<file path="config.mk">
export PLATFORM = sky130hd
export DESIGN_NAME = core_clock_power_config
export DESIGN_NICKNAME = d
export VERILOG_FILES = /design/src/clock_power_pkg.sv /design/src/request_if.sv /design/src/request_slot.sv /design/src/core_clock_power_config.sv
export SDC_FILE = /design/constraint.sdc
export NUM_CORES = 1
export LEC_CHECK = 0
export BUFFER_PORTS_ARGS = -buffer_cell sky130_fd_sc_hd__buf_2
export CAP_MARGIN = 0
export CORE_UTILIZATION = 55
export CTS_CLUSTER_SIZE = 40
export DETAILED_ROUTE_END_ITERATION = 10
export GPL_TIMING_DRIVEN = 0
export PLACE_DENSITY = 0.86
export SKIP_LAST_GASP = 1
export SYNTH_ARGS = -nofsm -noshare
export SYNTH_HDL_FRONTEND = slang
export SYNTH_SLANG_ARGS = --single-unit
</file>
<file path="constraint.sdc">
create_clock -name clk -period 4.2 [get_ports clk]
set_input_delay 0.42 -clock clk [delete_from_list [all_inputs] [get_ports clk]]
set_output_delay 0.42 -clock clk [all_outputs]
set_load 0.005 [all_outputs]
</file>
<file path="src/clock_power_pkg.sv">
package clock_power_pkg;

  // ------------------------------------------------------------
  // special function register addresses
  // ------------------------------------------------------------
  localparam logic [7:0] power_key_addr         = 8'hc1;
  localparam logic [7:0] power_control_addr     = 8'hc5;
  localparam logic [7:0] measurement_start_addr = 8'hd8;
  localparam logic [7:0] peripheral_config_addr = 8'hf4;

  // ------------------------------------------------------------
  // field positions and values
  // ------------------------------------------------------------
  localparam logic [7:0] unlock_key            = 8'ha7;
  localparam int         core_shutdown_bit     = 4;
  localparam logic [2:0] divider_reset         = 3'h2;
  localparam int         receive_wake_bit      = 7;
  localparam int         rail_source_bit       = 6;
  localparam int         supply_ok_bit         = 5;
  localparam int         pll_unlock_bit        = 4;
  localparam int         ext_ref_bit           = 2;
  localparam int         fault_clear_bit       = 7;
  localparam int         supply_request_bit    = 2;
  localparam int         temp_request_bit      = 1;
  localparam int         battery_request_bit   = 0;
  localparam logic [1:0] rx_gpio               = 2'h0;
  localparam logic [1:0] rx_uart               = 2'h1;
  localparam logic [1:0] rx_uart_wake          = 2'h3;

  // ------------------------------------------------------------
  // clock figures
  // ------------------------------------------------------------
  localparam int         crystal_hz            = 32768;
  localparam int         pll_hz                = 4096000;
  localparam int         pll_multiple          = pll_hz / crystal_hz;
  localparam int         measure_divide        = 5;

endpackage

</file>
<file path="src/request_if.sv">
`timescale 1ns/1ns
// one request and acknowledge pair toward the housekeeping converter
interface request_if;
  logic set;
  logic req;
  logic ack;
  modport owner (input set, input ack, output req);
  modport adc   (input req, output ack);
endinterface

</file>
<file path="src/request_slot.sv">
`timescale 1ns/1ns
module request_slot (
  input  wire logic   clk,
  input  wire logic   reset_n,
  request_if.owner    port
);
  typedef struct packed {
    logic pending;
  } slot_s;

  slot_s state_reg;
  slot_s state_next;

  // ------------------------------------------------------------
  // request held until the converter acknowledges
  // ------------------------------------------------------------
  always_comb begin
    state_next = state_reg;
    if (port.ack) begin
      state_next.pending = 1'b0;
    end
    // a fresh write after the acknowledge keeps a new request alive
    if (port.set) begin
      state_next.pending = 1'b1;
    end
  end

  always_ff @(posedge clk or negedge reset_n) begin
    if (!reset_n) begin
      state_reg <= '0;
    end else begin
      state_reg <= state_next;
    end
  end

  assign port.req = state_reg.pending;
endmodule

</file>
<file path="src/core_clock_power_config.sv">
`timescale 1ns/1ns
// Operation
// - core clock equals pll over two-power divider
// - shutdown bit stops core in saving mode
// - key 0xa7 unlocks power control write
// - receive edge wake sets flag bit seven
// - bit six shows switched rail source
// - bit five shows main supply good
// - bit four shows pll unlocked
// - bit two selects external reference
// - fault clear bit seven clears unlock flag
// - fault flag held until software acknowledges
// - supply request bit self-clears on acceptance
// - temperature request bit self-clears on acceptance
// - battery request bit self-clears on acceptance
// - measurement clock fixed at pll over five
// - pll locks to crystal multiple
module core_clock_power_config
  import clock_power_pkg::*;
#(
  parameter int divider_width = 3
) (
  input  wire logic       clk,
  input  wire logic       reset_n,
  input  wire logic       sfr_write,
  input  wire logic       sfr_read,
  input  wire logic [7:0] sfr_addr,
  input  wire logic [7:0] sfr_wdata,
  output logic      [7:0] sfr_rdata,
  input  wire logic       pll_locked,
  input  wire logic       pll_loss_reset,
  input  wire logic       main_supply_ok,
  input  wire logic       rail_on_main,
  input  wire logic       rx_edge_wake,
  input  wire logic       battery_saving_mode_one,
  input  wire logic       supply_ack,
  input  wire logic       temp_ack,
  input  wire logic       battery_ack,
  output logic            supply_measure_request,
  output logic            temp_measure_request,
  output logic            battery_measure_request,
  output logic            pll_multiplier_valid,
  output logic            core_clock_enable,
  output logic            measure_clock_enable,
  output logic            core_halt,
  output logic            external_reference_enable,
  output logic            rx_uart_select,
  output logic            rx_wake_enable
);
  // the read-back packing and the divide table both assume a three-bit code,
  // so any other width is refused before the logic is built
  if (divider_width != 3) begin : g_width_check
    $error("divider field must be three bits");
  end

  typedef struct packed {
    logic [7:0] rdata;
    logic       key_open;
    logic       core_shutdown;
    logic [2:0] core_clock_divider;
    logic       receive_wake_flag;
    logic       switched_rail_source;
    logic       supply_good;
    logic       pll_unlock_flag;
    logic       ext_ref;
    logic [1:0] receive_pin_function;
    logic [6:0] core_count;
    logic [2:0] measure_count;
    logic       core_tick;
    logic       measure_tick;
  } ctrl_s;

  ctrl_s state_reg;
  ctrl_s state_next;

  request_if supply_if ();
  request_if temp_if ();
  request_if battery_if ();

  // ------------------------------------------------------------
  // per-source request slots
  // ------------------------------------------------------------
  logic wr_start;
  assign wr_start       = sfr_write && sfr_addr == measurement_start_addr;
  assign supply_if.set  = wr_start && sfr_wdata[supply_request_bit];
  assign temp_if.set    = wr_start && sfr_wdata[temp_request_bit];
  assign battery_if.set = wr_start && sfr_wdata[battery_request_bit];
  assign supply_if.ack  = supply_ack;
  assign temp_if.ack    = temp_ack;
  assign battery_if.ack = battery_ack;

  request_slot supply_slot (
    .clk     (clk),
    .reset_n (reset_n),
    .port    (supply_if.owner)
  );
  request_slot temp_slot (
    .clk     (clk),
    .reset_n (reset_n),
    .port    (temp_if.owner)
  );
  request_slot battery_slot (
    .clk     (clk),
    .reset_n (reset_n),
    .port    (battery_if.owner)
  );

  function automatic logic [6:0] divide_limit(input logic [2:0] code);
    divide_limit = 7'((8'h1 << code) - 8'h1);
  endfunction

  // ------------------------------------------------------------
  // register file, dividers and status capture
  // ------------------------------------------------------------
  always_comb begin
    state_next = state_reg;
    state_next.core_tick = 1'b0;
    state_next.measure_tick = 1'b0;
    // core clock enable: one pulse per two-power of pll cycles
    if (state_reg.core_count >= divide_limit(state_reg.core_clock_divider)) begin
      state_next.core_count = '0;
      state_next.core_tick = 1'b1;
    end else begin
      state_next.core_count = state_reg.core_count + 7'h1;
    end
    // measurement enable ignores the core divider entirely
    if (state_reg.measure_count == 3'(measure_divide - 1)) begin
      state_next.measure_count = '0;
      state_next.measure_tick = 1'b1;
    end else begin
      state_next.measure_count = state_reg.measure_count + 3'h1;
    end
    // live supply status
    state_next.switched_rail_source = rail_on_main;
    state_next.supply_good = main_supply_ok;
    // any sfr write other than the key closes the unlock window
    if (sfr_write) begin
      state_next.key_open = 1'b0;
      case (sfr_addr)
        power_key_addr: begin
          state_next.key_open = (sfr_wdata == unlock_key);
        end
        power_control_addr: begin
          if (state_reg.key_open) begin
            state_next.core_shutdown = sfr_wdata[core_shutdown_bit];
            state_next.core_clock_divider = sfr_wdata[2:0];
          end
        end
        peripheral_config_addr: begin
          state_next.ext_ref = sfr_wdata[ext_ref_bit];
          state_next.receive_pin_function = sfr_wdata[1:0];
          // software may clear the wake flag by writing zero
          if (!sfr_wdata[receive_wake_bit]) begin
            state_next.receive_wake_flag = 1'b0;
          end
        end
        measurement_start_addr: begin
          if (sfr_wdata[fault_clear_bit]) begin
            state_next.pll_unlock_flag = 1'b0;
          end
        end
        default: begin
        end
      endcase
    end
    // hardware events win over a same-cycle clear
    if (rx_edge_wake) begin
      state_next.receive_wake_flag = 1'b1;
    end
    if (pll_loss_reset || !pll_locked) begin
      state_next.pll_unlock_flag = 1'b1;
    end
    // registered read data
    case (sfr_addr)
      power_control_addr:
        state_next.rdata = {3'h0, state_reg.core_shutdown, 1'b0,
                            state_reg.core_clock_divider};
      peripheral_config_addr:
        state_next.rdata = {state_reg.receive_wake_flag, state_reg.switched_rail_source,
                            state_reg.supply_good, state_reg.pll_unlock_flag, 1'b0,
                            state_reg.ext_ref, state_reg.receive_pin_function};
      measurement_start_addr:
        state_next.rdata = {5'h0, supply_if.req, temp_if.req, battery_if.req};
      default:
        state_next.rdata = 8'h00; // key register is write only
    endcase
    if (!sfr_read) begin
      state_next.rdata = state_reg.rdata;
    end
  end

  // reset values: divider code two, rail source on main, all else clear;
  // a pll loss that caused the reset sets the unlock flag again at once,
  // since the loss input is sampled from the first edge after release
  always_ff @(posedge clk or negedge reset_n) begin
    if (!reset_n) begin
      state_reg <= '0;
      state_reg.core_clock_divider <= divider_reset;
      state_reg.switched_rail_source <= 1'b1;
    end else begin
      state_reg <= state_next;
    end
  end

  // ------------------------------------------------------------
  // outputs
  // ------------------------------------------------------------
  assign sfr_rdata = state_reg.rdata;
  assign supply_measure_request = supply_if.req;
  assign temp_measure_request = temp_if.req;
  assign battery_measure_request = battery_if.req;
  // high only while the system rate is a whole multiple of the crystal
  assign pll_multiplier_valid = (pll_multiple * crystal_hz == pll_hz);
  assign core_clock_enable = state_reg.core_tick;
  assign measure_clock_enable = state_reg.measure_tick;
  assign core_halt = state_reg.core_shutdown && battery_saving_mode_one;
  assign external_reference_enable = state_reg.ext_ref;
  assign rx_uart_select = state_reg.receive_pin_function[0];
  assign rx_wake_enable = (state_reg.receive_pin_function == rx_uart_wake);
endmodule

</file>
# After elaboration in Yosys (flattened, before gate mapping)
# Cells that the tools add are included.
# totals
register_bits	35
in_bits	29
out_inout_bits	18
elab_cells	70
# classes
addsub	3
n_lt_le_gt_ge	1
eq_ne	8
shift	1
n_mux	21
reduce_logical	19
# op_table
cell	n
$eq 8x8->1 const B	5
$pmux 8 s3	1
$mux 1	16
$reduce_bool 2->1	8
$reduce_and 3->1	3
$add 7x1->7 const B	1
$ge 7x7->1	1
$mux 7	1
$shl 1x3->7 const A	1
$sub 7x1->7 const B	1
$mux 3	2
$logic_and 1x1->1	5
$mux 4	1
$add 3x1->3 const B	1
$eq 3x3->1 const B	1
$eq 2x2->1 const B	1
$ne 2x1->1 const B	1
$reduce_and 2->1	1
$logic_not 1->1	1
$logic_or 1x1->1	1

# Longest topological paths before layout
# logic_depth
ltp_word	4
mapped_depth	8

# Hierarchy
# From an unflattened synthesis, not the netlist that was laid out.
# hier_totals
cells_unflattened	171
area_unflattened_um2	1820.5
# by_module_without_submodules
mod	instances	cells_per_inst	area_each_um2	seq_area_each_um2
core_clock_power_config	1	162	1711.6	778.2
request_slot	3	3	36.3	25.0

# Worst setup path before layout
# No wires, ideal clock.
# synth_timing
path_kind	reg-to-reg
from	register state_reg[20] (netlist bit)
to	register state_reg[10] (netlist bit)
t_arrival_ps	1822
required_ps	4129
path_slack_ps	2306
stages_incl_launch_ff	9
n_path_buf	1
path_cell_list	dfstp_2 nor2_1 nand2_1 ha_1 nand2b_1 a211o_1 a221o_1 buf_2 nor2_1
# synth_lines
item	line_no	text
start, declared	core_clock_power_config.sv:73	ctrl_s state_reg;
start signal, assigned	core_clock_power_config.sv:201	state_reg <= state_next;

==> flow_metrics.py <==
metrics = {
    "die": {
        "die_w_um": 58.60,
        "io-pin-count": 47,
        "initial_core_util": 0.5770,
        "fp-row-count": 20,
        "die_h_um": 58.60,
        "core_sq_um": 3053,
        "dieArea_sq_um": 3433,
    },
    "clock_tree": {
        "clk_pin_slew_worst_paths_ns": 0.09,
        "cts_setup_buffers": 0,
        "cts-root-buf": "clkbuf_4",
        "cts_resized": 0,
        "cts-htree-levels": 2,
        "ctsHoldBuffers": 0,
        "cts_tree": "yes",
        "numCtsBuffers": 5,
        "cts_buffer_depth": 2,
        "worstSkewPairLatency_ns": 0.32,
        "clock-sinks": 34,
    },
    "timing": {
        "clock_skew_ns": 0.008490,
        "fmax_mhz": 490.7,
        "min_period_ns": 2.038,
        "max_slew_margin": 0.5207,
        "worst_pin_slew_ns": 0.7190,
        "period_share": 0.4853,
        "hold_viol": 0,
        "finalSetupViolCount": 0,
        "slew_violations": 0,
        "setup_tns_ns": 0,
        "rsz0062_at_grt": "no",
    },
    "power": {
        "p_leak_nw": 1.026,
        "power_density_nw_per_um2": 260.4,
        "ir_worst_vdd_mv": 0.1898,
    },
    "placement": {
        "dp_cells": 254,
        "hpwl_um": 2611,
        "portBuffers": 44,
        "gp_congestion": 0.7872,
    },
    "setup_path": {
        "path_delay_family": "flip-flops",
        "path_max_fanout": 8,
        "cpPeakStageDelay_ns": 0.60,
        "start_kind": "register",
        "cpMostUsedCell": "nor2_1",
        "critPathKind": "register to register",
        "critPathCaptureType": "register",
        "slowest_stage": "dfstp_2",
        "path_cells": "nor2_1 > nand2_1 > ha_1 > nand2b_1 > a211o_1 > a221o_1 > buf_2 > nor2_1",
        "worst-endpoint-required_ns": 4.46,
        "worst-endpoint-arrival_ns": 2.30,
        "cp.buffers_inverters": 1,
    },
    "synth": {
        "ys_types": 40,
        "synth_seq_cells": 34,
        "yosysSeqAreaShare": 0.4844,
        "yosysWarnings": 0,
        "synth_area_per_cell_sq_um": 10.61,
        "syn-num-nets": 205,
        "netlist_instances": 166,
        "syn_area_sq_um": 1762,
    },
    "route": {
        "viasPerCell": 4.989,
        "ant_nets": 0,
        "wirelength_um": 3276,
        "post_drt_wl_per_cell_um": 12.55,
        "drc_errors": 0,
        "drt_iter0_markers": 38,
        "dr.pass1.iters": 4,
        "vias": 1302,
    },
    "status": {
        "status": "complete, no violations",
    },
    "cells_and_area": {
        "fin_util": 0.6820,
        "syn_to_final_growth_pct": 18.18,
        "drive_above_1_share": 0.3456,
        "fin_cells": 261,
        "antennaDiodeCount": 0,
        "largest_register_ffs": 20,
        "finalNetCount": 256,
    },
    "grt": {
        "grt_pass1_vias": 1267,
        "antenna_found_initial": 0,
        "grt-ovfl-total": 0,
        "grt_pass1_wl_um": 5388,
        "grt_usage": 0.2124,
        "grt_max_degree": 35,
    },
    "run": {
        "drv_cap": 0,
    },
    "worst_hold_path": {
        "min_path_type": "primary input to async pin",
    },
}
## per-stage QoR
step           total power, mW  setup WS (ns)  hold slack, ns  area (sq um)
5_1_grt                 0.5711          2.053          0.1791          2082
6_report                0.5421          2.162          0.1444          2082
3_3_place_gp            0.3907          2.210          0.4583          2037
4_1_cts                 0.5491          2.150          0.1678          2082
2_1_floorplan           0.3614          2.306          0.1244          1762
3_5_place_dp            0.3925          2.163          0.4667          2037
## synthesized netlist by cell type
| library cell | count | area share |
|---|---|---|
| nor2_2 | 1 | 0.0036 |
| and4_1 | 1 | 0.0050 |
| conb_1 | 2 | 0.0043 |
| o21ai_0 | 7 | 0.020 |
| ha_1 | 10 | 0.071 |
| clkbuf_1 | 1 | 0.0021 |
| inv_1 | 15 | 0.032 |
| a221o_1 | 1 | 0.0057 |
| nor4b_1 | 1 | 0.0050 |
| nand2_1 | 10 | 0.021 |
| a31oi_1 | 2 | 0.0071 |
| nand3b_1 | 1 | 0.0043 |
| dfrtp_1 | 32 | 0.45 |
| nor4b_4 | 1 | 0.013 |
| or2_2 | 1 | 0.0036 |
| o2bb2ai_1 | 1 | 0.0050 |
| xnor2_1 | 3 | 0.015 |
| nand2b_1 | 2 | 0.0071 |
| and3b_1 | 1 | 0.0050 |
| dfstp_2 | 2 | 0.030 |
| a32oi_1 | 3 | 0.015 |
| nand3b_4 | 1 | 0.011 |
| o221ai_1 | 3 | 0.015 |
| nor3_4 | 1 | 0.0092 |
| nor3b_2 | 1 | 0.0071 |
| buf_4 | 9 | 0.038 |
| and2_1 | 3 | 0.011 |
| o21a_1 | 3 | 0.013 |
| a21oi_1 | 1 | 0.0028 |
| nor2_1 | 17 | 0.036 |
| and3_1 | 1 | 0.0036 |
| xor2_1 | 2 | 0.0099 |
| a21o_1 | 2 | 0.0085 |
| nand4_1 | 3 | 0.011 |
| mux2_2 | 8 | 0.051 |
| a211o_1 | 2 | 0.0099 |
| nor2b_1 | 1 | 0.0036 |
| buf_2 | 1 | 0.0028 |
| nor3b_1 | 1 | 0.0043 |
| nand3_1 | 8 | 0.023 |
## per-layer routing
metal  global-route usage  wire (um)  vias up
li1                     -          -      662
met1               0.2849       1543      604
met2               0.3350       1598       34
met3              0.05055        119        2
met4              0.08503         15        0
met5                    0          0        -
## final timing paths
check,from,end,slack (ns),cells past startpoint
setup / recovery,state_reg[20],state_reg[11],2.16,8
hold / removal,reset_n,core_clock_enable,0.14,1
setup reg to reg,state_reg[20],state_reg[11],2.16,8
hold reg to reg,state_reg[2],state_reg[2],0.47,1
max in group asynchronous,reset_n,state_reg[22],3.59,1
min in group clk,rail_on_main,state_reg[17],0.21,1
## where the power goes
part           internal [mW]  switching [mW]
Sequential             0.333         0.00319
Clock                 0.0631          0.0934
Combinational         0.0236          0.0261
## logic make-up (layout without fill, tap and decap cells)
group           Yosys count  count (layout)  share of synthesized area
compound gates           25              25                     0.1016
xor+xnor                  5               5                    0.02486
fa+ha+maj                10              10                    0.07102
buf+inv                  26              77                    0.07527
flops                    34              34                     0.4844
mux                       8               8                    0.05114
other cells               2               2                   0.004263
simple gates             56              56                     0.1875
## cell usage in the layout, fill, tap and decap left out, drive strengths merged, types with 3 or more instances in the layout
master / n
o221ai: 3
mux2: 8
a32oi: 3
and2: 3
o21a: 3
clkbuf: 8
nand4: 3
buf: 54
nand2: 10
nand3: 8
o21ai: 7
dfrtp: 32
nor2: 18
xnor2: 3
ha: 10
inv: 15
## cell type report
| cell class | count | area [sq um] |
|---|---|---|
| Fill cell | 256 | 970.9 |
| Sequential cell | 34 | 853.3 |
| Multi-Input combinational cell | 106 | 775.7 |
| Timing Repair Buffer | 44 | 220.2 |
| Buffer | 11 | 76.32 |
| Inverter | 15 | 56.30 |
| Tap cell | 44 | 55.05 |
| Clock buffer | 7 | 45.04 |
No activity file was read; power rests on OpenSTA's default activity.
